## src/adc_cfg_defs.svh

```systemverilog
// Register offsets, field positions, reset values and pattern words
// Assumes inclusion by bare name from the register bank design files
`ifndef ADC_CFG_DEFS_SVH
`define ADC_CFG_DEFS_SVH

// Serial write word
`define WORD_BITS        24
`define ADDR_BITS        8
`define DATA_BITS        16
`define BIT_CNT_LAST     5'h17

// Register offsets
`define ADDR_BANK_CTRL   8'h00
`define ADDR_POWER_OUT   8'h01
`define ADDR_PATTERN     8'h02
`define ADDR_SERIALIZER  8'h03
`define ADDR_FORMAT      8'h04
`define ADDR_USER_WORD   8'h05
`define ADDR_FRONT_END   8'h07

// Address 0 fields
`define BIT_SOFT_RESET   0
`define BIT_CURVE_BANK   2
// Address 1 fields
`define BIT_QUICK_SLEEP  10
`define LANE_SLEEP_HI    9
`define LANE_SLEEP_LO    2
`define BIT_OUT_DISABLE  1
`define BIT_CHIP_SLEEP   0
// Address 2 fields
`define PATTERN_HI       15
`define PATTERN_LO       13
`define BIT_AVERAGE      11
`define PAIR_SLEEP_HI    10
`define PAIR_SLEEP_LO    3
// Address 3 fields
`define SER_FACTOR_HI    14
`define SER_FACTOR_LO    13
`define BIT_GAIN_EN      12
`define BIT_OFFSET_EN    8
// Address 4 fields
`define BIT_CODING       3
// Address 5 fields
`define USER_WORD_HI     13
`define USER_WORD_LO     0
// Address 7 fields
`define BIT_LOW_NOISE    10
`define SELF_TEST_HI     8
`define SELF_TEST_LO     7
`define ANTIALIAS_HI     3
`define ANTIALIAS_LO     2
`define BIT_COUPLING     1

// Reset values
`define RST_LANE_MASK    8'h00
`define RST_PATTERN      3'h0
`define RST_SER_FACTOR   2'h0
`define RST_USER_WORD    14'h0000
`define RST_TWO_BITS     2'h0

// Pattern words
`define SYNC_WORD        14'h3F80
`define DESKEW_WORD      14'h2AAA
`define TOGGLE_WORD_A    14'h2AAA
`define TOGGLE_WORD_B    14'h1555
`define ONES_WORD        14'h3FFF
`define ZERO_WORD        14'h0000

`endif

```

## src/adc_cfg_pkg.sv

```systemverilog
// Types shared by the configuration bank and its test bench
// Assumes nothing beyond a SystemVerilog compiler
package adc_cfg_pkg;

   typedef enum logic [2:0] {
      PAT_NORMAL = 3'b000,
      PAT_SYNC   = 3'b001,
      PAT_DESKEW = 3'b010,
      PAT_CUSTOM = 3'b011,
      PAT_ONES   = 3'b100,
      PAT_TOGGLE = 3'b101,
      PAT_ZEROS  = 3'b110,
      PAT_RAMP   = 3'b111
   } pattern_mode_t;

   typedef logic [13:0] lane_word_t;

endpackage : adc_cfg_pkg

```

## src/adc_output_config_bank.sv

```systemverilog
// Configuration bank for power, output, pattern, format and front-end settings
// Assumes sample stream from the converters and per-channel gain and offset
// Notes on behaviour
// - Standby bit set puts the device in fast-recovery standby.
// - Per-channel power-down bits sleep a channel; its output word is zero.
// - Output-disable bit set turns the data outputs off.
// - Global power-down bit set puts the chip in slow-recovery sleep.
// - Three-bit code selects normal, sync, deskew, custom, ones, toggle, zeros, ramp.
// - Averaging bit set outputs the mean of the current and previous samples.
// - Eight bits power down the eight output pairs individually.
// - Two-bit code sets serialization factor: 12x, 10x, 16x, 14x.
// - Digital gain applied only while its enable bit is set.
// - Offset subtracted only while its enable bit is set.
// - Format bit: zero two's complement, one offset binary.
// - Fourteen-bit custom word is sent while pattern code is 011.
// - Noise-mode bit: zero low power, one low noise.
// - Two-bit self-test code: 01 gives 100 mV, 11 gives 150 mV.
// - Self-test forces coupling select to one, restoring it afterwards.
// - Two-bit filter corner select: 14, 10, 7.5 MHz; 11 unused.
// - Write word is 8 address bits then 16 data; tail dropped.
// - Hardware pin or self-clearing software bit zeroes every configuration register; the sample path registers are not reset.
`timescale 1ns/100ps
`default_nettype none
`include "adc_cfg_defs.svh"

module adc_output_config_bank (
   // Clock and reset
   input  wire logic         clk,
   input  wire logic         srst,
   // Serial programming pins
   input  wire logic         hw_reset_pin,
   input  wire logic         serial_clk,
   input  wire logic         serial_select_n,
   input  wire logic         serial_in,
   // Converter sample stream
   input  wire logic         sample_valid,
   input  wire logic [2:0]   sample_chan,
   input  wire logic [11:0]  sample_data,
   input  wire logic [4:0]   gain_code,
   input  wire logic [7:0]   offset_value,
   // Power, analog, bank and serializer controls
   output logic              quick_sleep,
   output logic [7:0]        lane_sleep_mask,
   output logic              chip_sleep,
   output logic              curve_bank_select,
   output logic              low_noise_mode,
   output logic [1:0]        self_test_level,
   output logic [1:0]        antialias_corner_select,
   output logic              coupling_select,
   output logic [1:0]        serializer_factor,
   output logic [4:0]        bits_per_sample,
   // Serial data lanes
   output logic              lane_valid,
   output logic [2:0]        lane_chan,
   output logic [13:0]       lane_word,
   output logic [7:0]        lane_pair_enable
);

   logic                        wr_valid;
   logic [`ADDR_BITS-1:0]       wr_addr;
   logic [`DATA_BITS-1:0]       wr_data;
   logic [2:0]                  rst_sync;
   logic                        hw_rst_filt;
   logic                        soft_rst;
   logic                        bank_rst;
   logic                        gp_write;
   logic                        output_disable;
   adc_cfg_pkg::pattern_mode_t  pattern_mode;
   logic                        average_enable;
   logic [7:0]                  output_pair_sleep_mask;
   logic                        gain_enable;
   logic                        offset_enable;
   logic                        number_coding_select;
   logic [13:0]                 user_word;
   logic                        coupling_stored;
   logic signed [13:0]          held_sample;
   logic [13:0]                 ramp_count;
   logic                        toggle_phase;
   logic signed [13:0]          v_offset;
   logic signed [20:0]          v_gain_full;
   logic signed [13:0]          v_gain;
   logic signed [14:0]          v_avg;
   logic [11:0]                 v_sat;
   logic [13:0]                 normal_word;
   logic [13:0]                 next_lane_word;

   serial_write_rx u_rx (
      .clk             (clk),
      .srst            (srst),
      .serial_clk      (serial_clk),
      .serial_select_n (serial_select_n),
      .serial_in       (serial_in),
      .wr_valid        (wr_valid),
      .wr_addr         (wr_addr),
      .wr_data         (wr_data)
   );

   // Reset pin is asynchronous to clk
   always_ff @(posedge clk) begin
      if (srst) begin
         rst_sync    <= 3'h0;
         hw_rst_filt <= 1'b0;
      end else begin
         rst_sync <= {rst_sync[1:0], hw_reset_pin};
         if (rst_sync[1] == rst_sync[2]) begin
            hw_rst_filt <= rst_sync[2];
         end
      end
   end

   // Software reset lasts one cycle, then the bit reads back as zero
   always_ff @(posedge clk) begin
      if (srst) begin
         soft_rst <= 1'b0;
      end else begin
         soft_rst <= wr_valid && (wr_addr == `ADDR_BANK_CTRL)
                     && wr_data[`BIT_SOFT_RESET] && !soft_rst;
      end
   end

   assign bank_rst = srst | hw_rst_filt | soft_rst;
   // Writes to shared addresses are ignored while the curve bank is selected
   assign gp_write = wr_valid && !curve_bank_select;

   always_ff @(posedge clk) begin
      if (bank_rst) begin
         curve_bank_select <= 1'b0;
      end else if (wr_valid && wr_addr == `ADDR_BANK_CTRL) begin
         curve_bank_select <= wr_data[`BIT_CURVE_BANK];
      end
   end

   // Unused bits are not stored, so written ones there have no effect
   always_ff @(posedge clk) begin
      if (bank_rst) begin
         quick_sleep     <= 1'b0;
         lane_sleep_mask <= `RST_LANE_MASK;
         output_disable  <= 1'b0;
         chip_sleep      <= 1'b0;
      end else if (gp_write && wr_addr == `ADDR_POWER_OUT) begin
         quick_sleep     <= wr_data[`BIT_QUICK_SLEEP];
         lane_sleep_mask <= wr_data[`LANE_SLEEP_HI:`LANE_SLEEP_LO];
         output_disable  <= wr_data[`BIT_OUT_DISABLE];
         chip_sleep      <= wr_data[`BIT_CHIP_SLEEP];
      end
   end

   always_ff @(posedge clk) begin
      if (bank_rst) begin
         pattern_mode           <= adc_cfg_pkg::PAT_NORMAL;
         average_enable         <= 1'b0;
         output_pair_sleep_mask <= `RST_LANE_MASK;
      end else if (gp_write && wr_addr == `ADDR_PATTERN) begin
         pattern_mode <= adc_cfg_pkg::pattern_mode_t'(wr_data[`PATTERN_HI:`PATTERN_LO]);
         average_enable         <= wr_data[`BIT_AVERAGE];
         output_pair_sleep_mask <= wr_data[`PAIR_SLEEP_HI:`PAIR_SLEEP_LO];
      end
   end

   always_ff @(posedge clk) begin
      if (bank_rst) begin
         serializer_factor <= `RST_SER_FACTOR;
         gain_enable       <= 1'b0;
         offset_enable     <= 1'b0;
      end else if (gp_write && wr_addr == `ADDR_SERIALIZER) begin
         serializer_factor <= wr_data[`SER_FACTOR_HI:`SER_FACTOR_LO];
         gain_enable       <= wr_data[`BIT_GAIN_EN];
         offset_enable     <= wr_data[`BIT_OFFSET_EN];
      end
   end

   always_ff @(posedge clk) begin
      if (bank_rst) begin
         number_coding_select <= 1'b0;
         user_word            <= `RST_USER_WORD;
      end else if (gp_write && wr_addr == `ADDR_FORMAT) begin
         number_coding_select <= wr_data[`BIT_CODING];
      end else if (gp_write && wr_addr == `ADDR_USER_WORD) begin
         user_word <= wr_data[`USER_WORD_HI:`USER_WORD_LO];
      end
   end

   always_ff @(posedge clk) begin
      if (bank_rst) begin
         low_noise_mode          <= 1'b0;
         self_test_level         <= `RST_TWO_BITS;
         antialias_corner_select <= `RST_TWO_BITS;
         coupling_stored         <= 1'b0;
      end else if (gp_write && wr_addr == `ADDR_FRONT_END) begin
         low_noise_mode          <= wr_data[`BIT_LOW_NOISE];
         self_test_level         <= wr_data[`SELF_TEST_HI:`SELF_TEST_LO];
         antialias_corner_select <= wr_data[`ANTIALIAS_HI:`ANTIALIAS_LO];
         coupling_stored         <= wr_data[`BIT_COUPLING];
      end
   end

   // Stored value is kept untouched, so leaving self-test restores it
   always_ff @(posedge clk) begin
      if (bank_rst) begin
         coupling_select <= 1'b0;
         bits_per_sample <= 5'h0C;
      end else begin
         coupling_select <= self_test_level[0] | coupling_stored;
         unique case (serializer_factor)
            2'b00: bits_per_sample <= 5'h0C;
            2'b01: bits_per_sample <= 5'h0A;
            2'b10: bits_per_sample <= 5'h10;
            2'b11: bits_per_sample <= 5'h0E;
         endcase
      end
   end

   function automatic logic [11:0] sat12(input logic signed [14:0] x);
      if (x > 15'sd2047) begin
         sat12 = 12'h7FF;
      end else if (x < -15'sd2048) begin
         sat12 = 12'h800;
      end else begin
         sat12 = x[11:0];
      end
   endfunction : sat12

   // Gain is linear 1 + code/32, close to 0.2 dB steps up to 6 dB
   always_comb begin
      v_offset = {{2{sample_data[11]}}, sample_data}
                 - (offset_enable ? {6'h00, offset_value} : 14'h0000);
      v_gain_full = v_offset * $signed({2'b01, gain_code});
      v_gain = gain_enable ? v_gain_full[18:5] : v_offset;
      v_avg = average_enable ? 15'((16'(v_gain) + 16'(held_sample)) >>> 1)
                             : 15'(v_gain);
      v_sat = sat12(v_avg);
      normal_word = {v_sat[11] ^ number_coding_select, v_sat[10:0], 2'b00};
   end

   always_comb begin
      unique case (pattern_mode)
         adc_cfg_pkg::PAT_NORMAL: next_lane_word = normal_word;
         adc_cfg_pkg::PAT_SYNC:   next_lane_word = `SYNC_WORD;
         adc_cfg_pkg::PAT_DESKEW: next_lane_word = `DESKEW_WORD;
         adc_cfg_pkg::PAT_CUSTOM: next_lane_word = user_word;
         adc_cfg_pkg::PAT_ONES:   next_lane_word = `ONES_WORD;
         adc_cfg_pkg::PAT_TOGGLE: next_lane_word = toggle_phase ? `TOGGLE_WORD_B
                                                                : `TOGGLE_WORD_A;
         adc_cfg_pkg::PAT_ZEROS:  next_lane_word = `ZERO_WORD;
         adc_cfg_pkg::PAT_RAMP:   next_lane_word = ramp_count;
      endcase
      if (lane_sleep_mask[sample_chan] || output_pair_sleep_mask[sample_chan]
          || output_disable) begin
         next_lane_word = `ZERO_WORD;
      end
   end

   // Sample path keeps running through register changes and pin or software resets
   always_ff @(posedge clk) begin
      if (srst) begin
         lane_valid   <= 1'b0;
         lane_chan    <= 3'h0;
         lane_word    <= `ZERO_WORD;
         held_sample  <= '0;
         ramp_count   <= 14'h0000;
         toggle_phase <= 1'b0;
      end else begin
         lane_valid <= sample_valid;
         if (sample_valid) begin
            lane_chan    <= sample_chan;
            lane_word    <= next_lane_word;
            held_sample  <= v_gain;
            ramp_count   <= ramp_count + 14'h0001;
            toggle_phase <= ~toggle_phase;
         end
      end
   end

   always_ff @(posedge clk) begin
      if (srst) begin
         lane_pair_enable <= 8'h00;
      end else begin
         lane_pair_enable <= ~output_pair_sleep_mask & {8{~output_disable}};
      end
   end

   property p_soft_reset_clears;
      @(posedge clk) disable iff (srst)
      soft_rst |=> !chip_sleep && !quick_sleep && (user_word == 14'h0000) && !soft_rst;
   endproperty
   a_soft_reset_clears: assert property (p_soft_reset_clears) else $error("soft reset left state");

   property p_power_write;
      @(posedge clk) disable iff (srst)
      (wr_valid && !curve_bank_select && wr_addr == 8'h01 && !hw_rst_filt && !soft_rst)
      |=> (chip_sleep == $past(wr_data[0])) && (quick_sleep == $past(wr_data[10]))
          && (lane_sleep_mask == $past(wr_data[9:2]));
   endproperty
   a_power_write: assert property (p_power_write) else $error("power write lost");

   property p_bank_blocks;
      @(posedge clk) disable iff (srst)
      (wr_valid && curve_bank_select && wr_addr == 8'h05 && !hw_rst_filt && !soft_rst)
      |=> $stable(user_word);
   endproperty
   a_bank_blocks: assert property (p_bank_blocks) else $error("write leaked past bank select");

   property p_self_test_coupling;
      @(posedge clk) disable iff (bank_rst)
      self_test_level[0] ##1 self_test_level[0] |-> coupling_select;
   endproperty
   a_self_test_coupling: assert property (p_self_test_coupling) else $error("coupling not forced");

   property p_coupling_restore;
      @(posedge clk) disable iff (bank_rst)
      (!self_test_level[0]) [*2] |-> (coupling_select == $past(coupling_stored));
   endproperty
   a_coupling_restore: assert property (p_coupling_restore) else $error("coupling not restored");

   property p_custom_word;
      @(posedge clk) disable iff (srst)
      (sample_valid && pattern_mode == adc_cfg_pkg::PAT_CUSTOM && !output_disable
       && !lane_sleep_mask[sample_chan] && !output_pair_sleep_mask[sample_chan])
      |=> lane_word == $past(user_word);
   endproperty
   a_custom_word: assert property (p_custom_word) else $error("custom word not sent");

   property p_lane_sleep_zero;
      @(posedge clk) disable iff (srst)
      (sample_valid && lane_sleep_mask[sample_chan]) |=> lane_valid && lane_word == 14'h0000;
   endproperty
   a_lane_sleep_zero: assert property (p_lane_sleep_zero) else $error("slept channel not zero");

   property p_disable_pairs;
      @(posedge clk) disable iff (srst)
      output_disable ##1 output_disable |-> lane_pair_enable == 8'h00;
   endproperty
   a_disable_pairs: assert property (p_disable_pairs) else $error("outputs not disabled");

   property p_ser_factor;
      @(posedge clk) disable iff (bank_rst)
      (serializer_factor == 2'b10) [*2] |-> bits_per_sample == 5'h10;
   endproperty
   a_ser_factor: assert property (p_ser_factor) else $error("serialization factor wrong");

endmodule : adc_output_config_bank
`default_nettype wire

```

## src/serial_write_rx.sv

```systemverilog
// Three-wire serial write receiver: 8-bit address then 16 data bits
// Assumes pins asynchronous to clk and serial clock well below clk/4
`timescale 1ns/100ps
`default_nettype none
`include "adc_cfg_defs.svh"

module serial_write_rx (
   // Clock and reset
   input  wire logic                    clk,
   input  wire logic                    srst,
   // Serial pins
   input  wire logic                    serial_clk,
   input  wire logic                    serial_select_n,
   input  wire logic                    serial_in,
   // Decoded writes
   output logic                         wr_valid,
   output logic [`ADDR_BITS-1:0]        wr_addr,
   output logic [`DATA_BITS-1:0]        wr_data
);

   logic [2:0]              sync1;
   logic [2:0]              sync2;
   logic [2:0]              sync3;
   logic [2:0]              pin_filt;
   logic                    sclk_prev;
   logic [4:0]              bit_count;
   logic [`WORD_BITS-2:0]   shift;
   logic                    sclk_rise;
   logic [`WORD_BITS-1:0]   next_word;

   // Three stages; bit 1 (select) idles high
   always_ff @(posedge clk) begin
      if (srst) begin
         sync1 <= 3'h2;
         sync2 <= 3'h2;
         sync3 <= 3'h2;
      end else begin
         sync1 <= {serial_in, serial_select_n, serial_clk};
         sync2 <= sync1;
         sync3 <= sync2;
      end
   end

   // A level counts once the second and third stage agree
   genvar gi;
   generate
      for (gi = 0; gi < 3; gi++) begin : g_filt
         always_ff @(posedge clk) begin
            if (srst) begin
               pin_filt[gi] <= (gi == 1);
            end else if (sync2[gi] == sync3[gi]) begin
               pin_filt[gi] <= sync3[gi];
            end
         end
      end
   endgenerate

   assign sclk_rise = pin_filt[0] & ~sclk_prev;
   assign next_word = {shift, pin_filt[2]};

   always_ff @(posedge clk) begin
      if (srst) begin
         sclk_prev <= 1'b0;
      end else begin
         sclk_prev <= pin_filt[0];
      end
   end

   // Partial word dropped when select rises
   always_ff @(posedge clk) begin
      if (srst || pin_filt[1]) begin
         bit_count <= 5'h00;
         shift     <= '0;
      end else if (sclk_rise) begin
         shift     <= next_word[`WORD_BITS-2:0];
         bit_count <= (bit_count == `BIT_CNT_LAST) ? 5'h00 : bit_count + 5'h01;
      end
   end

   always_ff @(posedge clk) begin
      if (srst) begin
         wr_valid <= 1'b0;
         wr_addr  <= '0;
         wr_data  <= '0;
      end else begin
         wr_valid <= sclk_rise && !pin_filt[1] && (bit_count == `BIT_CNT_LAST);
         if (sclk_rise && !pin_filt[1] && (bit_count == `BIT_CNT_LAST)) begin
            wr_addr <= next_word[`WORD_BITS-1:`DATA_BITS];
            wr_data <= next_word[`DATA_BITS-1:0];
         end
      end
   end

   property p_word_len;
      @(posedge clk) disable iff (srst)
      wr_valid |-> ($past(bit_count) == `BIT_CNT_LAST) && (bit_count == 5'h00);
   endproperty
   a_word_len: assert property (p_word_len) else $error("write without 24 bits");

endmodule : serial_write_rx
`default_nettype wire

```

## config.mk

```make
export PLATFORM = sky130hd
export DESIGN_NAME = adc_output_config_bank
export DESIGN_NICKNAME = d
export VERILOG_FILES = /design/src/adc_cfg_pkg.sv /design/src/adc_output_config_bank.sv /design/src/serial_write_rx.sv
export VERILOG_INCLUDE_DIRS = /design/src
export SDC_FILE = /design/constraint.sdc
export NUM_CORES = 1
export LEC_CHECK = 0
export BUFFER_PORTS_ARGS = -buffer_cell sky130_fd_sc_hd__buf_4
export CAP_MARGIN = 20
export CORE_MARGIN = 2
export CORE_UTILIZATION = 60
export CTS_BUF_LIST = sky130_fd_sc_hd__clkbuf_8 sky130_fd_sc_hd__clkbuf_16
export DETAILED_ROUTE_END_ITERATION = 8
export GPL_ROUTABILITY_DRIVEN = 0
export GPL_TIMING_DRIVEN = 0
export PLACE_DENSITY = 0.89
export SLEW_MARGIN = 25
export SYNTH_ARGS = -nofsm -noshare
export SYNTH_HDL_FRONTEND = slang
export SYNTH_SLANG_ARGS = --single-unit
```

## constraint.sdc

```tcl
create_clock -name clk -period 11.5 [get_ports clk]
set_input_delay 1.725 -clock clk [delete_from_list [all_inputs] [get_ports clk]]
set_output_delay 1.725 -clock clk [all_outputs]
set_load 0.01 [all_outputs]
```

==> results of run 1 <==
-- cell families after synthesis --
logic type               synth area share
adder cells (fa/ha/maj)             0.166
multiplexers                       0.0504
AO/OA/AOI/OAI                       0.166
XOR/XNOR                           0.0342
other                            0.000333
buffers and inverters              0.0600
AND/OR/NAND/NOR                     0.203
flip-flops                          0.320
-- flip-flops by register name, summed over array words and instances, names as in the netlist, 3 cells and up --
name / cells
lane_chan: 3
rst_sync: 3
u_rx.sync3: 3
u_rx.bit_count: 5
u_rx.sync1: 3
u_rx.wr_data: 16
lane_pair_enable: 8
u_rx.wr_addr: 8
pattern_mode: 3
held_sample: 14
lane_word: 14
u_rx.sync2: 3
bits_per_sample: 4
u_rx.shift: 23
output_pair_sleep_mask: 8
ramp_count: 14
user_word: 14
lane_sleep_mask: 8
-- stage by stage --
| step | utilization | instances | cell area, um2 | worst slack [ns] |
|---|---|---|---|---|
| floorplan | - | 1353 | 11300 | 1.98 |
| global placement | 0.654 | 1668 | 12200 | 0.611 |
| detailed placement | 0.654 | 1668 | 12200 | 0.385 |
| CTS | 0.684 | 1700 | 12700 | 0.682 |
| global route | 0.684 | 1700 | 12700 | 0.0267 |
| finish | 0.684 | 1700 | 12700 | 0.501 |
-- synth_stat cells, drive strengths merged (9+ instances only) --
master    n
a211oi   20
a21oi   107
a221oi    9
a311oi   10
a31oi     9
and2     48
and3     10
buf      15
clkbuf   57
dfxtp   180
fa       54
ha       63
inv     102
mux2i    54
nand2   198
nand2b    9
nand3    18
nor2    135
nor2b    18
nor3     21
o21a     10
o21ai    37
o311ai   13
or3      12
xnor2    28
xor2     16
-- path summary, 6_finish.rpt --
check                                      from            end  cells past startpoint
worst min-delay path              u_rx.sync1[0]  u_rx.sync2[0]                      1
worst max register to register    offset_enable   lane_word[3]                     35
worst min register to register    u_rx.sync1[0]  u_rx.sync2[0]                      1
worst max-delay path            offset_value[0]   lane_word[3]                     35
-- report_power, final --
group	internal, mW	switching [mW]	leakage (nW)
registers	0.638	0.0116	1.46
logic	0.349	0.513	3.63
clock network	0.290	0.267	0.285
total	1.28	0.792	5.37
-- final cells by class --
type / count / area (um2)
Tap cell: 234 / 293
Clock inverter: 14 / 121
Sequential cell: 180 / 3600
Buffer: 72 / 285
Fill cell: 1376 / 5860
Timing Repair Buffer: 81 / 608
Clock buffer: 18 / 439
Multi-Input combinational cell: 997 / 6980
Inverter: 104 / 390
-- metal layers --
layer	wire length [um]	up-vias	global-route usage
li1	-	4811	-
met1	12100	4971	0.386
met2	14600	483	0.531
met3	2140	112	0.0428
met4	1050	0	0.124
met5	0	-	0
-- worst max-delay path, delay by kind of cell --
kind,cells,cell delay (ns)
adder cells (fa/ha/maj),8,3.31
AND/OR/NAND/NOR,7,1.25
buffers and inverters,6,0.59
AO/OA/AOI/OAI,13,3.70
XOR/XNOR,1,0.68
==> impl_metrics.sql, run 1 <==
INSERT INTO impl_metrics (metric_group, metric, value, unit) VALUES
('outcome', 'outcome', 'completed', ''),
('cts', 'clock_pin_slew_reported_for_the_worst_setup_and_hold_paths_after_clock_tree_synthesis', '0.07', 'ns'),
('detailed_routing', 'wl', '29.8', 'mm'),
('pwr', 'max-vdd-ir-drop', '119', 'uV'),
('cts', 'ctsHoldBuffers', '0', ''),
('detailed_routing', 'drt_drc_violations_left', '0', ''),
('timing', 'finalHoldViolCount', '0', ''),
('timing', 'timing.final.max_slew_violations', '0', ''),
('synthesis', 'synth_top_cell_area_share', '0.320', ''),
('timing', 'report.final.setup_viol', '0', ''),
('detailed_routing', 'first_pass_iters', '5', ''),
('global_route', 'grt_first_pass_wirelength', '49.2', 'mm'),
('synthesis', 'synth_async_sr_flop_share', '0', ''),
('detailed_routing', 'first_iter_violations', '944', ''),
('synthesis', 'post_synth.cell_area_avg', '8.32', 'um2'),
('synthesis', 'netlist_top_cells_area', 'sky130_fd_sc_hd__dfxtp_1 (32%), sky130_fd_sc_hd__fa_1 (9.6%), sky130_fd_sc_hd__ha_1 (7.0%), sky130_fd_sc_hd__nand2_1 (6.6%), sky130_fd_sc_hd__a21oi_1 (4.7%)', ''),
('setup_path', 'worst_setup_path_end_kind', 'flop', ''),
('detailed_routing', 'postRouteAntennaNets', '0', ''),
('pwr', 'finalPower', '2.07', 'mW'),
('cts', 'number_of_levels_in_the_clock_h_tree', '4', ''),
('floorplan', 'num_rows', '50', ''),
('pwr', 'p_leak', '5.37', 'nW'),
('synthesis', 'synth-seq-area-share', '0.320', ''),
('floorplan', 'starting_density_of_the_core', '0.606', ''),
('cts', 'clk_latency', '0.43', 'ns'),
('setup_path', 'setup.worst_path.start_class', 'input pin', ''),
('pwr', 'power-per-cell-area', '163', 'nW/um2'),
('synthesis', 'synth_cell_types', '70', ''),
('cts', 'cts.repair.resized', '0', ''),
('timing', 'fmaxAchievable', '0.0909', 'GHz'),
('detailed_routing', 'route.detailed.wl_per_inst', '17.5', 'um'),
('timing', 'final.period_utilization', '0.956', ''),
('floorplan', 'chipWidth', '141', 'um'),
('global_route', 'grt_max_degree', '18', ''),
('layout', 'syn_to_final_growth', '13.0', '%'),
('cts', 'cts_buffers', '17', ''),
('timing', 'slew_headroom', '0.405', ''),
('timing', 'fin_tns_setup', '0', 'ns'),
('synthesis', 'synth_nets', '1505', ''),
('global_route', 'grt_pass1_vias', '10300', ''),
('placed_design', 'buffer_ports.inserted', '81', ''),
('cts', 'clock_tree_root_buffer_cell', 'sky130_fd_sc_hd__clkbuf_16', ''),
('synthesis', 'synth_seq_cells', '180', ''),
('cts', 'cts.sink_count', '180', ''),
('floorplan', 'floorplan.die_area', '19900', 'um2'),
('floorplan', 'floorplan.io_pins', '85', ''),
('synthesis', 'synth_edf_count', '0', ''),
('flow_run', 'max_cap_viol_count', '0', ''),
('setup_path', 'cp_max_fo', '10', ''),
('layout', 'layout_commonest_cell', 'sky130_fd_sc_hd__nand2_1', ''),
('synthesis', 'syn-cell-area', '11300', 'um2'),
('setup_path', 'rrSetupSlack', '1.02', 'ns'),
('layout', 'most-common-layout-cells', 'sky130_fd_sc_hd__nand2_1 (198), sky130_fd_sc_hd__dfxtp_1 (180), sky130_fd_sc_hd__nor2_1 (135)', ''),
('synthesis', 'postSynthCellCount', '1353', ''),
('synthesis', 'ys.flop_type', 'sky130_fd_sc_hd__dfxtp_1', ''),
('setup_path', 'worst_path_arrival_time', '11.29', 'ns'),
('detailed_routing', 'vias_per_cell', '6.10', ''),
('floorplan', 'die_y', '141', 'um'),
('global_route', 'gr-total-overflow', '0', ''),
('cts', 'postCtsSetupBuffers', '0', ''),
('timing', 'worst_slew_pin_slew', '0.885', 'ns'),
('setup_path', 'timing.critical_path.mode_cell', 'sky130_fd_sc_hd__fa_1', ''),
('timing', 'post-route-min-period', '11.00', 'ns'),
('layout', 'finish.net_count', '1605', ''),
('synthesis', 'yosys_warnings', '0', ''),
('cts', 'tritoncts_clock_tree', 'built', ''),
('min_path', 'timing.hold.worst.class', 'reg2reg', ''),
('global_route', 'grt_antenna_before_repair', '0', ''),
('setup_path', 'critical-path-max-stage-delay', '0.68', 'ns'),
('timing', 'finalClockSkew', '0.00809', 'ns'),
('cts', 'cts_buffer_depth', '2', '');
(Power assumes the default switching activity.)
==> run 2: changes to the inputs <==
--- a/config.mk
+++ b/config.mk
@@ -14,6 +14,7 @@
 export DETAILED_ROUTE_END_ITERATION = 8
 export GPL_ROUTABILITY_DRIVEN = 0
 export GPL_TIMING_DRIVEN = 0
+export MAX_ROUTING_LAYER = met4
 export PLACE_DENSITY = 0.89
 export SLEW_MARGIN = 25
 export SYNTH_ARGS = -nofsm -noshare
==> constraint.sdc (replaced) <==
create_clock -name clk -period 13.4 [get_ports clk]
set_input_delay 2.01 -clock clk [delete_from_list [all_inputs] [get_ports clk]]
set_output_delay 2.01 -clock clk [all_outputs]
set_load 0.01 [all_outputs]
==> run 2 against run 1 <==
Critical path depth stayed put. Final cell count stayed put. Utilization is the same. Critical path type unchanged. Largest power group unchanged.
==> impl_metrics.sql, run 2 (synthesized netlist as in run 1, its figures left out) <==
INSERT INTO impl_metrics (metric_group, metric, value, unit) VALUES
('outcome', 'outcome', 'completed', ''),
('placed_design', 'hpwl', '21.8', 'mm'),
('pwr', 'cellInternalPower', '1.10', 'mW'),
('cts', 'clock_pin_slew_reported_for_the_worst_setup_and_hold_paths_after_clock_tree_synthesis', '0.07', 'ns'),
('cts', 'clock_tree_root_buffer_cell', 'sky130_fd_sc_hd__clkbuf_16', ''),
('setup_path', 'cp_max_fo', '10', ''),
('pwr', 'netSwitchingPower', '680', 'uW'),
('layout', 'finish.instance_area', '12700', 'um2'),
('detailed_routing', 'vias_per_cell', '6.11', ''),
('global_route', 'grt_pass1_vias', '10200', ''),
('timing', 'finalClockSkew', '0.0105', 'ns'),
('min_path', 'worst_hold_path.num_cells', '1', ''),
('setup_path', 'critical_path.slowest_cell', 'sky130_fd_sc_hd__xnor2_1', ''),
('floorplan', 'floorplan.io_pins', '85', ''),
('cts', 'postCtsSetupBuffers', '0', ''),
('setup_path', 'crit-reg2reg-launch', 'offset_enable', ''),
('layout', 'biggestRegsByFlops', 'u_rx.shift (23), u_rx.wr_data (16)', ''),
('cts', 'cts_buffer_depth', '2', ''),
('timing', 'worst_slew_pin_slew', '0.883', 'ns'),
('pwr', 'max-vdd-ir-drop', '102', 'uV'),
('layout', 'finish.net_count', '1605', ''),
('global_route', 'grt_max_degree', '18', ''),
('pwr', 'p_leak', '5.37', 'nW'),
('global_route', 'gr-total-overflow', '0', ''),
('pwr', 'power-per-cell-area', '140', 'nW/um2'),
('timing', 'report.final.setup_viol', '0', ''),
('layout', 'layout_commonest_cell', 'sky130_fd_sc_hd__nand2_1', ''),
('setup_path', 'cp.buffers_inverters', '6', ''),
('setup_path', 'worst_r2r_path_depth', '35', ''),
('detailed_routing', 'vias_after_detailed_routing', '10400', ''),
('cts', 'tritoncts_clock_tree', 'built', ''),
('global_route', 'grt_first_pass_wirelength', '49.1', 'mm'),
('floorplan', 'starting_density_of_the_core', '0.606', ''),
('timing', 'fmaxAchievable', '0.0888', 'GHz'),
('floorplan', 'chipWidth', '141', 'um'),
('pwr', 'finalPower', '1.78', 'mW'),
('min_path', 'timing.hold.worst.class', 'reg2reg', ''),
('detailed_routing', 'first_pass_iters', '6', ''),
('cts', 'cts_buffers', '17', ''),
('floorplan', 'die_y', '141', 'um'),
('layout', 'area_used_by_multi_input_combinational_logic', '6980', 'um2'),
('setup_path', 'rrSetupSlack', '2.94', 'ns'),
('pwr', 'power.share.sequential', '0.314', ''),
('detailed_routing', 'postRouteAntennaNets', '0', ''),
('detailed_routing', 'drt_drc_violations_left', '0', ''),
('layout', 'flip_flop_count_of_the_largest_register_after_layout', '23', ''),
('floorplan', 'core_region_area', '18600', 'um2'),
('timing', 'final.period_utilization', '0.840', ''),
('detailed_routing', 'first_iter_violations', '935', ''),
('setup_path', 'setup.worst_path.start_class', 'input pin', ''),
('global_route', 'grt_antenna_before_repair', '0', ''),
('timing', 'fin_tns_setup', '0', 'ns'),
('pwr', 'proportion_of_total_power_due_to_net_switching', '0.383', ''),
('layout', 'most-common-layout-cells', 'sky130_fd_sc_hd__nand2_1 (198), sky130_fd_sc_hd__dfxtp_1 (180), sky130_fd_sc_hd__nor2_1 (135)', ''),
('timing', 'post-route-min-period', '11.26', 'ns'),
('layout', 'instances_no_fill', '1700', ''),
('min_path', 'hold_crit_endpoint', 'u_rx.sync2[0]', ''),
('timing', 'slew_headroom', '0.406', ''),
('floorplan', 'num_rows', '50', ''),
('layout', 'n_antenna_cell', '0', ''),
('timing', 'post-route-worst-setup-slack', '2.14', 'ns'),
('setup_path', 'timing.critical_path.mode_cell', 'sky130_fd_sc_hd__fa_1', ''),
('detailed_routing', 'wl', '29.9', 'mm'),
('layout', 'final_layout_size_suffix_gt1_frac', '0.0982', ''),
('timing', 'finalHoldViolCount', '0', ''),
('setup_path', 'path_delay_family', 'compound AO/OA/AOI/OAI gates', ''),
('setup_path', 'worst_setup_path_class', 'in2reg', ''),
('timing', 'grt_setup_unrepaired', 'no', ''),
('timing', 'timing.final.max_slew_violations', '0', ''),
('cts', 'cts.sink_count', '180', ''),
('cts', 'clk_latency', '0.44', 'ns'),
('pwr', 'power.share.clock', '0.269', ''),
('cts', 'number_of_levels_in_the_clock_h_tree', '4', ''),
('placed_design', 'count_of_placed_standard_cells_including_taps', '1668', ''),
('setup_path', 'cp.required', '13.70', 'ns'),
('setup_path', 'endpoint_of_the_lowest_slack_register_to_register_path', 'lane_word[3]', ''),
('floorplan', 'floorplan.die_area', '19900', 'um2'),
('pwr', 'power.combinational.fraction', '0.417', ''),
('placed_design', 'place_ws', '2.00', 'ns'),
('layout', 'seq_area', '3600', 'um2'),
('detailed_routing', 'route.detailed.wl_per_inst', '17.6', 'um'),
('flow_run', 'max_cap_viol_count', '0', ''),
('layout', 'fillerInstances', '1376', ''),
('placed_design', 'postPlaceCellArea', '12200', 'um2'),
('min_path', 'worstHoldStart', 'u_rx.sync1[0]', ''),
('global_route', 'global_route_usage_sum', '0.316', ''),
('placed_design', 'buffer_ports.inserted', '81', ''),
('setup_path', 'critical-path-max-stage-delay', '0.68', 'ns'),
('layout', 'regMostFlops', 'u_rx.shift', ''),
('layout', 'syn_to_final_growth', '13.0', '%'),
('cts', 'cts.repair.resized', '0', ''),
('setup_path', 'worst_setup_path_end_kind', 'flop', ''),
('setup_path', 'worst_path_arrival_time', '11.55', 'ns'),
('cts', 'ctsHoldBuffers', '0', '');
[run 2: cell counts in the layout (fill, tap and decap cells not counted)]
No cell type changed its count.
[run 2: worst max path at each step]
stage / from / to / cells past startpoint
after detailed placement: offset_value[0] / lane_word[9] / 35
after global placement: offset_value[0] / lane_word[9] / 35
after CTS: offset_value[0] / lane_word[11] / 35
after global routing: offset_value[0] / lane_word[2] / 35
after floorplan: offset_value[0] / lane_word[13] / 32
final: offset_value[0] / lane_word[3] / 35
[run 2: power groups by stage]
stage          combinational [mW]  sequential [mW]  clock, mW
4_1_cts                     0.728            0.557      0.480
5_1_grt                     0.841            0.559      0.501
3_5_place_dp                0.722            0.570          0
2_1_floorplan               0.561            0.570          0
3_3_place_gp                0.683            0.569          0
6_report                    0.742            0.558      0.477
[run 2: through the flow]
step	utilization	hold slack, ns
after floorplan	-	0.389
after global placement	0.654	0.416
after detailed placement	0.654	0.425
after CTS	0.684	0.442
after global routing	0.684	0.463
final	0.684	0.444
[run 2: final cells by class]
class                   instances  area share
multi-input cells             997       0.549
inverters                     104      0.0307
well taps                     234      0.0230
repair buffers                 81      0.0478
clock inverters                14     0.00954
flip-flops and latches        180       0.283
clock buffers                  18      0.0345
plain buffers                  72      0.0224
[run 2: routing by layer]
| layer | track usage | vias up | part of all wire |
|---|---|---|---|
| met1 | 0.386 | 4936 | 0.40 |
| met5 | - | - | 0 |
| met4 | 0.125 | 0 | 0.035 |
| met2 | 0.531 | 545 | 0.48 |
| met3 | 0.0428 | 106 | 0.077 |
| li1 | - | 4802 | - |
[run 2: worst reg2reg max path, delay by kind of cell, from the launching register on]
family                     cells  cell delay (ns)
xor gates and xnor gates       1             0.68
and+or+nand+nor                7             1.35
AOI/OAI and AO/OA             13             3.69
DFF                            1             0.32
adders and majority gates      8             3.31
buffers and inverters          6             0.94
==> run 3: changes to the inputs <==
--- a/config.mk
+++ b/config.mk
@@ -9,13 +9,13 @@
 export BUFFER_PORTS_ARGS = -buffer_cell sky130_fd_sc_hd__buf_4
 export CAP_MARGIN = 20
 export CORE_MARGIN = 2
-export CORE_UTILIZATION = 60
+export CORE_UTILIZATION = 55
 export CTS_BUF_LIST = sky130_fd_sc_hd__clkbuf_8 sky130_fd_sc_hd__clkbuf_16
 export DETAILED_ROUTE_END_ITERATION = 8
 export GPL_ROUTABILITY_DRIVEN = 0
 export GPL_TIMING_DRIVEN = 0
 export MAX_ROUTING_LAYER = met4
-export PLACE_DENSITY = 0.89
+export PLACE_DENSITY = 0.86
 export SLEW_MARGIN = 25
 export SYNTH_ARGS = -nofsm -noshare
 export SYNTH_HDL_FRONTEND = slang
==> constraint.sdc (replaced) <==
create_clock -name clk -period 9.8 [get_ports clk]
set_input_delay 1.47 -clock clk [delete_from_list [all_inputs] [get_ports clk]]
set_output_delay 1.47 -clock clk [all_outputs]
set_load 0.01 [all_outputs]
==> run 3 against run 2 <==
Global-route usage shrank 3.2 points. Via count shrank 1.1%. Clock power grew 46%. Critical path depth is the same. Die area grew 8.8%.
==> impl_metrics.sql, run 3 (synthesized netlist as in run 1, its figures left out) <==
INSERT INTO impl_metrics (metric_group, metric, value, unit) VALUES
('outcome', 'outcome', 'completed', ''),
('detailed_routing', 'drt_drc_violations_left', '0', ''),
('layout', 'most-common-layout-cells', 'sky130_fd_sc_hd__nand2_1 (197), sky130_fd_sc_hd__dfxtp_1 (180), sky130_fd_sc_hd__nor2_1 (135)', ''),
('global_route', 'grt_first_pass_wirelength', '48.0', 'mm'),
('floorplan', 'floorplan.io_pins', '85', ''),
('cts', 'clock_pin_slew_reported_for_the_worst_setup_and_hold_paths_after_clock_tree_synthesis', '0.07', 'ns'),
('global_route', 'gr-total-overflow', '0', ''),
('setup_path', 'critical-path-max-stage-delay', '0.56', 'ns'),
('floorplan', 'core_region_area', '20200', 'um2'),
('min_path', 'timing.hold.worst.class', 'reg2reg', ''),
('detailed_routing', 'postRouteAntennaNets', '0', ''),
('setup_path', 'worst_path_arrival_time', '9.73', 'ns'),
('timing', 'finalHoldViolCount', '0', ''),
('floorplan', 'die_y', '147', 'um'),
('pwr', 'finalPower', '2.52', 'mW'),
('cts', 'clock_tree_root_buffer_cell', 'sky130_fd_sc_hd__clkbuf_16', ''),
('cts', 'cts_buffers', '17', ''),
('layout', 'regMostFlops', 'u_rx.shift', ''),
('layout', 'flip_flop_count_of_the_largest_register_after_layout', '23', ''),
('detailed_routing', 'first_pass_iters', '9', ''),
('cts', 'tritoncts_clock_tree', 'built', ''),
('timing', 'worst_slew_pin_slew', '0.907', 'ns'),
('flow_run', 'max_cap_viol_count', '0', ''),
('cts', 'cts.sink_count', '180', ''),
('setup_path', 'worst_setup_path_class', 'in2reg', ''),
('pwr', 'power-per-cell-area', '194', 'nW/um2'),
('setup_path', 'worst_setup_path_end_kind', 'flop', ''),
('layout', 'final_layout_size_suffix_gt1_frac', '0.117', ''),
('timing', 'report.final.setup_viol', '0', ''),
('cts', 'ctsHoldBuffers', '0', ''),
('timing', 'finalClockSkew', '0.00846', 'ns'),
('timing', 'hold-worst-slack', '0.426', 'ns'),
('placed_design', 'buffer_ports.inserted', '81', ''),
('cts', 'cts_buffer_depth', '2', ''),
('floorplan', 'chipWidth', '147', 'um'),
('timing', 'timing.final.max_slew_violations', '0', ''),
('timing', 'final.period_utilization', '0.961', ''),
('layout', 'syn_to_final_growth', '15.6', '%'),
('floorplan', 'starting_density_of_the_core', '0.558', ''),
('setup_path', 'cp.required', '10.11', 'ns'),
('pwr', 'max-vdd-ir-drop', '145', 'uV'),
('setup_path', 'critical_path.slowest_cell', 'sky130_fd_sc_hd__fa_1', ''),
('layout', 'fillerInstances', '1587', ''),
('layout', 'finish.utilization', '0.645', ''),
('global_route', 'global_route_usage_sum', '0.283', ''),
('floorplan', 'floorplan.die_area', '21600', 'um2'),
('timing', 'slew_headroom', '0.380', ''),
('layout', 'n_antenna_cell', '0', ''),
('detailed_routing', 'wl', '29.5', 'mm'),
('cts', 'number_of_levels_in_the_clock_h_tree', '4', ''),
('setup_path', 'timing.critical_path.mode_cell', 'sky130_fd_sc_hd__inv_1', ''),
('global_route', 'grt_pass1_vias', '9930', ''),
('detailed_routing', 'vias_after_detailed_routing', '10300', ''),
('placed_design', 'hpwl', '21.6', 'mm'),
('pwr', 'p_leak', '5.47', 'nW'),
('global_route', 'grt_max_degree', '17', ''),
('cts', 'clk_latency', '0.44', 'ns'),
('layout', 'layout_commonest_cell', 'sky130_fd_sc_hd__nand2_1', ''),
('timing', 'fmaxAchievable', '0.106', 'GHz'),
('timing', 'post-route-min-period', '9.42', 'ns'),
('global_route', 'grt_antenna_before_repair', '0', ''),
('detailed_routing', 'route.detailed.wl_per_inst', '16.9', 'um'),
('detailed_routing', 'vias_per_cell', '5.89', ''),
('layout', 'biggestRegsByFlops', 'u_rx.shift (23), u_rx.wr_data (16)', ''),
('detailed_routing', 'first_iter_violations', '858', ''),
('floorplan', 'num_rows', '52', ''),
('layout', 'finish.net_count', '1616', ''),
('setup_path', 'cp_max_fo', '10', ''),
('setup_path', 'setup.worst_path.start_class', 'input pin', '');
run 3: worst paths after layout:
path / start / end / slack (ns) / cells past startpoint
setup / recovery: offset_value[0] / lane_word[3] / 0.38 / 35
hold / removal: u_rx.sync1[1] / u_rx.sync2[1] / 0.43 / 1
setup reg to reg: offset_enable / lane_word[3] / 0.67 / 35
hold reg to reg: u_rx.sync1[1] / u_rx.sync2[1] / 0.43 / 1
run 3: where the power goes:
part | internal, mW | switching [mW] | total (mW)
combinational | 0.445 | 0.616 | 1.06
sequential | 0.749 | 0.0132 | 0.763
clock | 0.394 | 0.304 | 0.698
total | 1.59 | 0.933 | 2.52
run 3: area by class of cell:
cell class                 count  area [um2]  share of cell area
multi-input combinational    997        7100               0.546
sequential                   180        3600               0.277
timing repair buffer          92         691              0.0531
clock buffer                  19         453              0.0348
inverter                     104         390              0.0300
tap                          270         338              0.0260
buffer                        72         288              0.0221
clock inverter                11         146              0.0113
run 3: critical path, delay by kind of cell:
kind,cells,cell delay [ns]
fa+ha+maj,8,3.41
compound gates,14,3.30
buf+inv,10,1.08
simple gates,3,0.47
run 3: through the flow:
stage	instances	worst slack (ns)	TNS [ns]	instance area, um2
detailed placement	1704	-0.993	-11.47	12200
global placement	1704	-0.868	-10.09	12200
finish	1745	0.378	0	13000
global route	1745	-0.0382	-0.103	13000
floorplan	1353	0.534	0	11300
CTS	1737	0.00827	0	12900
run 3: metal layers:
metal  routed length [um]  up-vias  share of wire  GRT usage
met5                    0        -              0          -
met4                 1220        0          0.041      0.133
met3                 2310      111          0.078     0.0453
met2                14000      481           0.48      0.460
met1                11900     4846           0.40      0.347
li1                     -     4834              -          -
run 3: what timing repair did:
| action | 4_1_cts | 5_1_grt |
|---|---|---|
| endpoints found under the setup margin | 12 | 12 |
| resized for setup | 9 | 15 |
| pin swaps | 1 | 9 |
| buffers inserted | 3 | 8 |
